## src/pcrb_map.vh

```
// Register map, field positions and reset values of the PLL configuration bank
// Function
// - Feedback modulus is 14 bits, bits 37:24; disallowed values are flagged.
// - Third post divider code at bits 15:14 divides by 1, 2, 4, 8.
// - Power-down bits 13 and 53: zero normal, one powered down.
// - Bit 12 selects crystal (0) or external reference pin (1).
// - Bit 38 feeds VCO (0) or post divider output (1) back.
// - Post divider one/two codes at 19:16, 23:20; modulus is code plus one.
// - Capacitor select bit 46, resistor select 45:44, pump current 41:40.
// - Reference modulus is 12 bits at bits 11:0.
// - Bit 39 selects pseudo-ECL outputs (0) or CMOS outputs (1).
// - Sync variant: bit 48 enables sync, bit 49 picks the edge.
// - All bits clear to zero at reset and read back as written.
`ifndef PCRB_MAP_VH
`define PCRB_MAP_VH
`define PCRB_ADDR_W 3
`define PCRB_NUM_BYTES 8
`define PCRB_ADDR_REF_LOW 3'h0
`define PCRB_ADDR_REF_HIGH 3'h1
`define PCRB_ADDR_POST12 3'h2
`define PCRB_ADDR_FBK_LOW 3'h3
`define PCRB_ADDR_FBK_HIGH 3'h4
`define PCRB_ADDR_LOOP 3'h5
`define PCRB_ADDR_PWR_SYNC 3'h6
`define PCRB_ADDR_RSVD 3'h7
`define PCRB_RESET_BYTE 8'h00
`define PCRB_REF_LSB 0
`define PCRB_REF_MSB 11
`define PCRB_REF_SEL_BIT 12
`define PCRB_PD_A_BIT 13
`define PCRB_POST_DIVIDER_THREE_CODE_LSB 14
`define PCRB_POST_DIVIDER_THREE_CODE_MSB 15
`define PCRB_POST_DIVIDER_ONE_CODE_LSB 16
`define PCRB_POST_DIVIDER_ONE_CODE_MSB 19
`define PCRB_POST_DIVIDER_TWO_CODE_LSB 20
`define PCRB_POST_DIVIDER_TWO_CODE_MSB 23
`define PCRB_FBK_LSB 24
`define PCRB_FBK_MSB 37
`define PCRB_FBK_SEL_BIT 38
`define PCRB_CMOS_BIT 39
`define PCRB_PUMP_LSB 40
`define PCRB_PUMP_MSB 41
`define PCRB_RES_LSB 44
`define PCRB_RES_MSB 45
`define PCRB_CAP_BIT 46
`define PCRB_SYNC_EN_BIT 48
`define PCRB_SYNC_POL_BIT 49
`define PCRB_PD_B_BIT 53
`define PCRB_POST_CODE_MAX 4'hb
`endif

```

## src/pcrb_bank.v

```verilog
// Eight-byte configuration register bank of a programmable PLL clock generator
`timescale 1ns/1ps
`default_nettype none
`include "pcrb_map.vh"
module pcrb_bank #(
    parameter SYNC_VARIANT = 1,
    parameter [13:0] FBK_MIN_LEGAL = 14'h000c
)(
    input wire sys_clk,
    input wire rst_n,
    input wire wr_en,
    input wire [2:0] wr_addr,
    input wire [7:0] wr_data,
    input wire [2:0] rd_addr,
    output reg [7:0] rd_data,
    output reg [11:0] reference_modulus,
    output reg [13:0] feedback_modulus,
    output reg feedback_modulus_bad,
    output reg [3:0] post_divider_one_code,
    output reg [3:0] post_divider_two_code,
    output reg [1:0] post_divider_three_code,
    output reg [4:0] post_divider_one_modulus,
    output reg [4:0] post_divider_two_modulus,
    output reg [3:0] post_divider_three_modulus,
    output reg post_code_bad,
    output reg power_down_a,
    output reg power_down_b,
    output reg reference_input_select,
    output reg feedback_input_select,
    output reg cmos_output_select,
    output reg filter_capacitor_select,
    output reg [1:0] filter_resistor_select,
    output reg [1:0] pump_current_select,
    output reg sync_function_enable,
    output reg sync_edge_polarity
);
    // ****************************************************************
    // Storage
    // ****************************************************************
    reg [7:0] bank [0:`PCRB_NUM_BYTES-1];
    wire [63:0] flat;
    genvar g;
    generate
        for (g = 0; g < `PCRB_NUM_BYTES; g = g + 1)
        begin : gen_byte
            assign flat[g*8 +: 8] = bank[g];
            always @(posedge sys_clk)
            begin
                if (!rst_n)
                    bank[g] <= `PCRB_RESET_BYTE;
                else if (wr_en && wr_addr == g)
                    bank[g] <= wr_data;
            end
        end
    endgenerate

    // ****************************************************************
    // Helpers
    // ****************************************************************
    function [3:0] pcrb_pow2;
        input [1:0] code;
        begin
            pcrb_pow2 = 4'h1 << code;
        end
    endfunction

    function pcrb_code_bad;
        input [3:0] code;
        begin
            pcrb_code_bad = code > `PCRB_POST_CODE_MAX;
        end
    endfunction

    // ****************************************************************
    // Read path and decoded fields
    // ****************************************************************
    always @(posedge sys_clk)
    begin
        if (!rst_n)
        begin
            rd_data <= 8'h00;
            reference_modulus <= 12'h000;
            feedback_modulus <= 14'h0000;
            feedback_modulus_bad <= 1'b0;
            post_divider_one_code <= 4'h0;
            post_divider_two_code <= 4'h0;
            post_divider_three_code <= 2'h0;
            post_divider_one_modulus <= 5'h01;
            post_divider_two_modulus <= 5'h01;
            post_divider_three_modulus <= 4'h1;
            post_code_bad <= 1'b0;
            power_down_a <= 1'b0;
            power_down_b <= 1'b0;
            reference_input_select <= 1'b0;
            feedback_input_select <= 1'b0;
            cmos_output_select <= 1'b0;
            filter_capacitor_select <= 1'b0;
            filter_resistor_select <= 2'h0;
            pump_current_select <= 2'h0;
            sync_function_enable <= 1'b0;
            sync_edge_polarity <= 1'b0;
        end
        else
        begin
            rd_data <= bank[rd_addr];
            reference_modulus <=
                flat[`PCRB_REF_MSB:`PCRB_REF_LSB];
            feedback_modulus <=
                flat[`PCRB_FBK_MSB:`PCRB_FBK_LSB];
            // Small moduli cannot lock; flag them for the loop
            feedback_modulus_bad <=
                flat[`PCRB_FBK_MSB:`PCRB_FBK_LSB] < FBK_MIN_LEGAL;
            post_divider_one_code <=
                flat[`PCRB_POST_DIVIDER_ONE_CODE_MSB:`PCRB_POST_DIVIDER_ONE_CODE_LSB];
            post_divider_two_code <=
                flat[`PCRB_POST_DIVIDER_TWO_CODE_MSB:`PCRB_POST_DIVIDER_TWO_CODE_LSB];
            post_divider_one_modulus <=
                {1'b0, flat[`PCRB_POST_DIVIDER_ONE_CODE_MSB:`PCRB_POST_DIVIDER_ONE_CODE_LSB]} + 5'h01;
            post_divider_two_modulus <=
                {1'b0, flat[`PCRB_POST_DIVIDER_TWO_CODE_MSB:`PCRB_POST_DIVIDER_TWO_CODE_LSB]} + 5'h01;
            post_code_bad <=
                pcrb_code_bad(flat[`PCRB_POST_DIVIDER_ONE_CODE_MSB:`PCRB_POST_DIVIDER_ONE_CODE_LSB]) ||
                pcrb_code_bad(flat[`PCRB_POST_DIVIDER_TWO_CODE_MSB:`PCRB_POST_DIVIDER_TWO_CODE_LSB]);
            post_divider_three_code <=
                flat[`PCRB_POST_DIVIDER_THREE_CODE_MSB:`PCRB_POST_DIVIDER_THREE_CODE_LSB];
            post_divider_three_modulus <=
                pcrb_pow2(flat[`PCRB_POST_DIVIDER_THREE_CODE_MSB:`PCRB_POST_DIVIDER_THREE_CODE_LSB]);
            power_down_a <= flat[`PCRB_PD_A_BIT];
            power_down_b <= flat[`PCRB_PD_B_BIT];
            reference_input_select <= flat[`PCRB_REF_SEL_BIT];
            feedback_input_select <= flat[`PCRB_FBK_SEL_BIT];
            cmos_output_select <= flat[`PCRB_CMOS_BIT];
            filter_capacitor_select <= flat[`PCRB_CAP_BIT];
            filter_resistor_select <=
                flat[`PCRB_RES_MSB:`PCRB_RES_LSB];
            pump_current_select <=
                flat[`PCRB_PUMP_MSB:`PCRB_PUMP_LSB];
            // Without sync the bits stay stored but steer nothing
            sync_function_enable <= (SYNC_VARIANT != 0) &&
                flat[`PCRB_SYNC_EN_BIT];
            sync_edge_polarity <= (SYNC_VARIANT != 0) &&
                flat[`PCRB_SYNC_POL_BIT];
        end
    end
endmodule
`default_nettype wire

```

## config.mk

```make
export PLATFORM = sky130hd
export DESIGN_NAME = pcrb_bank
export DESIGN_NICKNAME = d
export VERILOG_FILES = /design/src/pcrb_bank.v
export VERILOG_INCLUDE_DIRS = /design/src
export SDC_FILE = /design/constraint.sdc
export NUM_CORES = 1
export LEC_CHECK = 0
export ABC_AREA = 1
export ABC_CLOCK_PERIOD_IN_PS = 1950
export BUFFER_PORTS_ARGS = -buffer_cell sky130_fd_sc_hd__buf_2
export CAP_MARGIN = 20
export CORE_MARGIN = 3
export CORE_UTILIZATION = 55
export DETAILED_ROUTE_END_ITERATION = 10
export PLACE_DENSITY_LB_ADDON = 0.25
export SYNTH_ARGS = -nofsm -noshare
export SYNTH_HDL_FRONTEND = slang
export SYNTH_SLANG_ARGS = --single-unit
export TNS_END_PERCENT = 10
```

## constraint.sdc

```tcl
create_clock -name sys_clk -period 1.95 [get_ports sys_clk]
set_input_delay 0.39 -clock sys_clk [delete_from_list [all_inputs] [get_ports sys_clk]]
set_output_delay 0.39 -clock sys_clk [all_outputs]
set_load 0.05 [all_outputs]
```

After elaboration in Yosys (flattened, before gate mapping)
Memories as Yosys holds them, arrays and structs flattened. A register that Yosys moved wholly into a read port is not among the register bits.
Cells that the tools add are included.
- register bits after elaboration: 56
- RAM bits: 64
- memories: 1
- input port bits: 17
- logic and storage cells: 83
- memories (memory ; depth ; width ; rd ports ; clocked after memory_dff ; write ports ; RTL line ; RTL):
    bank ; 8 ; 8 ; 8 ; 4 ; 8 ; pcrb_bank.v:40 ; reg [7:0] bank [0:`PCRB_NUM_BYTES-1];
- bitwise gates (word level): 8
- reductions and logical operators: 14
- shift-type cells: 1
- add/subtract/negate cells: 2
- mux-type cells: 33
- order comparisons: 3
- equal/unequal tests: 7
- operator list (operator ; count):
    8-bit two-way mux ; 8
    1-bit two-way mux ; 25
    14-bit by 4-bit less-than comparator with 1-bit output (second input constant) ; 1
    3-bit equality test (second input constant) ; 4
    4-bit by 1-bit adder with 5-bit output (second input constant) ; 2
    4-bit > comparator (second input constant) ; 2
    1-bit logical AND ; 8
    1-bit OR ; 8
    3-bit by 2-bit equality test with 1-bit output (second input constant) ; 2
    1-bit zero test ; 4
    1-bit by 2-bit left shift with 4-bit output (first input constant) ; 1
    3-bit by 1-bit equality test with 1-bit output (second input constant) ; 1
    3-bit zero test ; 1
    1-bit logical OR ; 1

Longest topological paths before layout
- word-level depth: 6
- gate-level depth with buffers: 8
- gate-level depth less buffers: 6

Worst setup path after synthesis
No wires, ideal clock.
- kind: input -> register
- from: input port rst_n
- to: memory bank[7][0], enable pin
- arrival time: 1.150 ns
- buffers on the path: 3
- stages: 4
- setup time: 0.384 ns
- setup slack: 0.416 ns
- data required time: 1.566 ns
- path through: buf_4 buf_6 buf_6 o21ai_0
- RTL lines (item ; RTL line ; RTL):
    start: declaration ; pcrb_bank.v:10 ; input wire rst_n,
    end: declaration ; pcrb_bank.v:40 ;

Final worst setup path
- from: register feedback_modulus[10]
- to: output port feedback_modulus[10]
- RTL lines (item ; RTL line ; RTL):
    start: declaration ; pcrb_bank.v:17 ; output reg [13:0] feedback_modulus,
    start signal: assignment ; pcrb_bank.v:108 ; feedback_modulus <=
No word-level cell between the ends.

==> impl_metrics.prom <==
# TYPE chip_impl_metric gauge
chip_impl_metric{name="ioPinCount",unit=""} 89
chip_impl_metric{name="clock_sinks",unit=""} 136
chip_impl_metric{name="insertion_delay",unit="ns"} 0.53
chip_impl_metric{name="remaining_drc_errors",unit=""} 0
chip_impl_metric{name="power.static_leakage",unit="nW"} 3.41
chip_impl_metric{name="total_power",unit="mW"} 6.96
chip_impl_info{name="most_common_cell_after_layout_fill_and_taps_aside",value="sky130_fd_sc_hd__nand2_1"} 1
chip_impl_metric{name="worstHoldPathCells",unit=""} 3
chip_impl_metric{name="min_period_over_period",unit="%"} 77.9
chip_impl_info{name="clock-root-buffer",value="sky130_fd_sc_hd__clkbuf_8"} 1
chip_impl_metric{name="path_depth",unit=""} 1
chip_impl_metric{name="count_of_endpoints_failing_hold_in_the_final_timing_report",unit=""} 0
chip_impl_metric{name="synth_enable_flop_cells",unit=""} 64
chip_impl_metric{name="setup-tns-final",unit="ns"} 0
chip_impl_info{name="clock_tree_from_tritoncts",value="done"} 1
chip_impl_metric{name="timing.critical_path.slowest_cell_delay",unit="ns"} 0.33
chip_impl_metric{name="start_util",unit="%"} 57.5
chip_impl_metric{name="reg2reg_setup_slack",unit="ns"} 0.81
chip_impl_metric{name="tritoncts.num_buffers",unit=""} 17
chip_impl_metric{name="number_of_buffers_inserted_to_repair_setup_after_cts",unit=""} 0
chip_impl_metric{name="antenna-diode-count",unit=""} 0
chip_impl_info{name="r2r_end",value="rd_data[6]"} 1
chip_impl_info{name="ys_top_cells_by_area",value="sky130_fd_sc_hd__edfxtp_1, sky130_fd_sc_hd__dfxtp_1, sky130_fd_sc_hd__nand2_1"} 1
chip_impl_info{name="setup.worst_path.end_class",value="primary output"} 1
chip_impl_metric{name="fmax",unit="MHz"} 658
chip_impl_metric{name="place.detailed.hpwl",unit="mm"} 8.09
chip_impl_metric{name="nets",unit=""} 705
chip_impl_metric{name="slew_violations",unit=""} 0
chip_impl_metric{name="placement.cell_area",unit="mm²"} 0.00588
chip_impl_metric{name="overflow",unit=""} 0
chip_impl_metric{name="cts_hold_repair.buffers",unit=""} 0
chip_impl_metric{name="routed-via-count",unit=""} 4026
chip_impl_metric{name="syn_avg_cell_area",unit="µm²"} 9.11
chip_impl_metric{name="first_pass_iters",unit=""} 5
chip_impl_metric{name="detail_route.vias_per_cell",unit=""} 4.86
chip_impl_info{name="worst_hold_path_type",value="input port to flip-flop"} 1
chip_impl_metric{name="placement.setup.worst_slack",unit="ns"} 0.384
chip_impl_metric{name="synth.ff_latch_count",unit=""} 136
chip_impl_metric{name="finClkSkew",unit="ns"} 0.00487
chip_impl_info{name="mostFrequentLayoutCells",value="sky130_fd_sc_hd__nand2_1, sky130_fd_sc_hd__inv_1, sky130_fd_sc_hd__nor2_1"} 1
chip_impl_metric{name="final-setup-viol-count",unit=""} 0
chip_impl_metric{name="postLayoutCellArea",unit="mm²"} 0.00642
chip_impl_info{name="grt_setup_unrepaired",value="false"} 1
chip_impl_metric{name="async_flop_share",unit="%"} 0
chip_impl_metric{name="number_of_antenna_violations_at_the_first_check_in_global_routing",unit=""} 0
chip_impl_info{name="worst_setup_sp_type",value="flip-flop"} 1
chip_impl_metric{name="worst-slew-pin-transition",unit="ns"} 0.440
chip_impl_metric{name="synth.yosys.seq_area_share",unit="%"} 62.1
chip_impl_metric{name="syn-cell-area",unit="mm²"} 0.00541
chip_impl_metric{name="areaGrowthSynthToFinish",unit="%"} 18.5
chip_impl_info{name="primary_flip_flop_cell_chosen_by_synthesis_mapping",value="sky130_fd_sc_hd__dfxtp_1"} 1
chip_impl_metric{name="layout.cells.non_filler",unit=""} 828
chip_impl_metric{name="detail_route.wl_per_cell",unit="µm"} 14.2
chip_impl_metric{name="timing.critical_path.buf_inv",unit=""} 1
chip_impl_metric{name="cts_resized",unit=""} 0
chip_impl_metric{name="floorplan.core_area",unit="mm²"} 0.00942
chip_impl_metric{name="path_max_fanout",unit=""} 1
chip_impl_metric{name="top_area_cell_type_share_of_the_netlist_area",unit="%"} 35.5
chip_impl_metric{name="worst_supply_voltage_drop_on_vdd",unit="µV"} 655
chip_impl_info{name="synth_top_area_cell",value="sky130_fd_sc_hd__edfxtp_1"} 1
chip_impl_info{name="crit_end",value="feedback_modulus[10]"} 1
chip_impl_metric{name="drt_wl_total",unit="mm"} 11.8
chip_impl_info{name="critical-path-top-delay-family",value="flip-flops"} 1
chip_impl_metric{name="route.antenna.remaining_nets",unit=""} 0
chip_impl_info{name="status",value="finished clean"} 1
chip_impl_metric{name="syn-instance-count",unit=""} 594
chip_impl_metric{name="placedCellCount",unit=""} 796
chip_impl_info{name="regToRegStartpoint",value="bank[2][6]"} 1
chip_impl_metric{name="critPathRequiredTime",unit="ns"} 1.56
chip_impl_metric{name="first_global_vias",unit=""} 3952
chip_impl_info{name="setup.worst_path.start",value="feedback_modulus[10]"} 1
chip_impl_metric{name="timing.final.ws_setup",unit="ns"} 0.430
chip_impl_metric{name="postSynthNetCount",unit=""} 613
chip_impl_metric{name="grt_util_all_layers",unit="%"} 22.1
chip_impl_metric{name="worst_hold_slack_after_final_layout",unit="ns"} 0.303
chip_impl_metric{name="detail_route.iter0.violations",unit=""} 300
chip_impl_metric{name="layout.core_utilization",unit="%"} 68.1
chip_impl_metric{name="yosys.cell_types.count",unit=""} 22
chip_impl_metric{name="reg2reg_depth",unit=""} 6
chip_impl_metric{name="die-area",unit="mm²"} 0.0111
chip_impl_info{name="crit_chain",value="buf_2"} 1
chip_impl_metric{name="die_x",unit="µm"} 105
chip_impl_metric{name="power_per_cell_area",unit="mW/mm²"} 1090
chip_impl_info{name="setup.worst_path.class",value="flip-flop to primary output"} 1
chip_impl_metric{name="yosys_warnings",unit=""} 0
chip_impl_metric{name="h-tree-depth",unit=""} 4
chip_impl_metric{name="gp_congestion",unit=""} 0.844
chip_impl_metric{name="first_pass_grt_wire_length",unit="mm"} 18.9
chip_impl_metric{name="clkTransAtPathRegs",unit="ns"} 0.06
chip_impl_metric{name="grt_max_degree",unit=""} 34
chip_impl_metric{name="fraction_of_layout_cells_with_a_size_suffix_above_1",unit="%"} 20.6
chip_impl_info{name="cp_slowest_cell",value="sky130_fd_sc_hd__dfxtp_1"} 1
chip_impl_metric{name="layout_min_cycle_time",unit="ns"} 1.52
chip_impl_metric{name="die_height",unit="µm"} 105
chip_impl_metric{name="place.port_buffers",unit=""} 88
chip_impl_metric{name="cts_max_path_buffers",unit=""} 2
chip_impl_metric{name="fp-row-count",unit=""} 35
chip_impl_metric{name="arrival_time_of_data_at_the_critical_path_endpoint",unit="ns"} 1.13
chip_impl_metric{name="cap_violations",unit=""} 0
chip_impl_metric{name="maxSlewHeadroom",unit="%"} 70.6
[state kept, by name (all words and copies together) (netlist names), 2 cells and up]
name                        count
pump_current_select             2
filter_resistor_select          2
post_divider_two_code           4
post_divider_three_modulus      4
rd_data                         8
bank                           64
post_divider_three_code         2
post_divider_one_modulus        5
post_divider_one_code           4
post_divider_two_modulus        5
feedback_modulus               14
reference_modulus              12
[kinds of logic after synthesis]
kind of cell,count (synthesis),synth area share (%)
simple gates,300,24.3
flops,136,62.1
compound gates,6,0.578
buf+inv,150,12.6
fa+ha+maj,2,0.462
[synth_stat cells, types with 2 or more instances]
master,number
sky130_fd_sc_hd__nand2_1,151
sky130_fd_sc_hd__buf_4,5
sky130_fd_sc_hd__inv_1,123
sky130_fd_sc_hd__o21ai_0,3
sky130_fd_sc_hd__nor2_1,91
sky130_fd_sc_hd__edfxtp_1,64
sky130_fd_sc_hd__inv_4,2
sky130_fd_sc_hd__dfxtp_1,72
sky130_fd_sc_hd__nor2_4,3
sky130_fd_sc_hd__nand3_4,7
sky130_fd_sc_hd__nand4_1,2
sky130_fd_sc_hd__inv_2,4
sky130_fd_sc_hd__buf_6,12
sky130_fd_sc_hd__ha_1,2
sky130_fd_sc_hd__nand3_1,43
sky130_fd_sc_hd__a21oi_1,2
sky130_fd_sc_hd__buf_2,3
[area by class of cell]
type	instances	area (µm²)
repair buffers	94	498
well taps	129	161
flip-flops and latches	136	3360
clock buffers	17	414
clock inverters	15	120
inverters	129	489
multi-input cells	308	1370
fillers	753	3000
[worst min-delay path by stage]
stage	from	end	slack, ns
after global routing	rd_addr[2]	rd_data[5]	0.30
after floorplan	bank[3][0]	feedback_modulus[0]	0.43
final	rd_addr[2]	rd_data[5]	0.30
after detailed placement	bank[5][5]	filter_resistor_select[1]	0.45
after global placement	bank[5][1]	pump_current_select[1]	0.45
after CTS	rd_addr[2]	rd_data[5]	0.28
[layer usage]
metal	GRT usage, %	part of all wire, %	up-vias
li1	-	-	1967
met3	5.57	7.2	26
met5	0	0	-
met2	36.1	48	175
met1	28.3	42	1858
met4	8.62	2.3	0
[report_power, final]
part           switching [mW]  internal [mW]
registers              0.0753           3.17
clock network            1.27           1.59
logic                   0.669          0.186
total                    2.02           4.95
No activity file was read; power rests on OpenSTA's default activity.
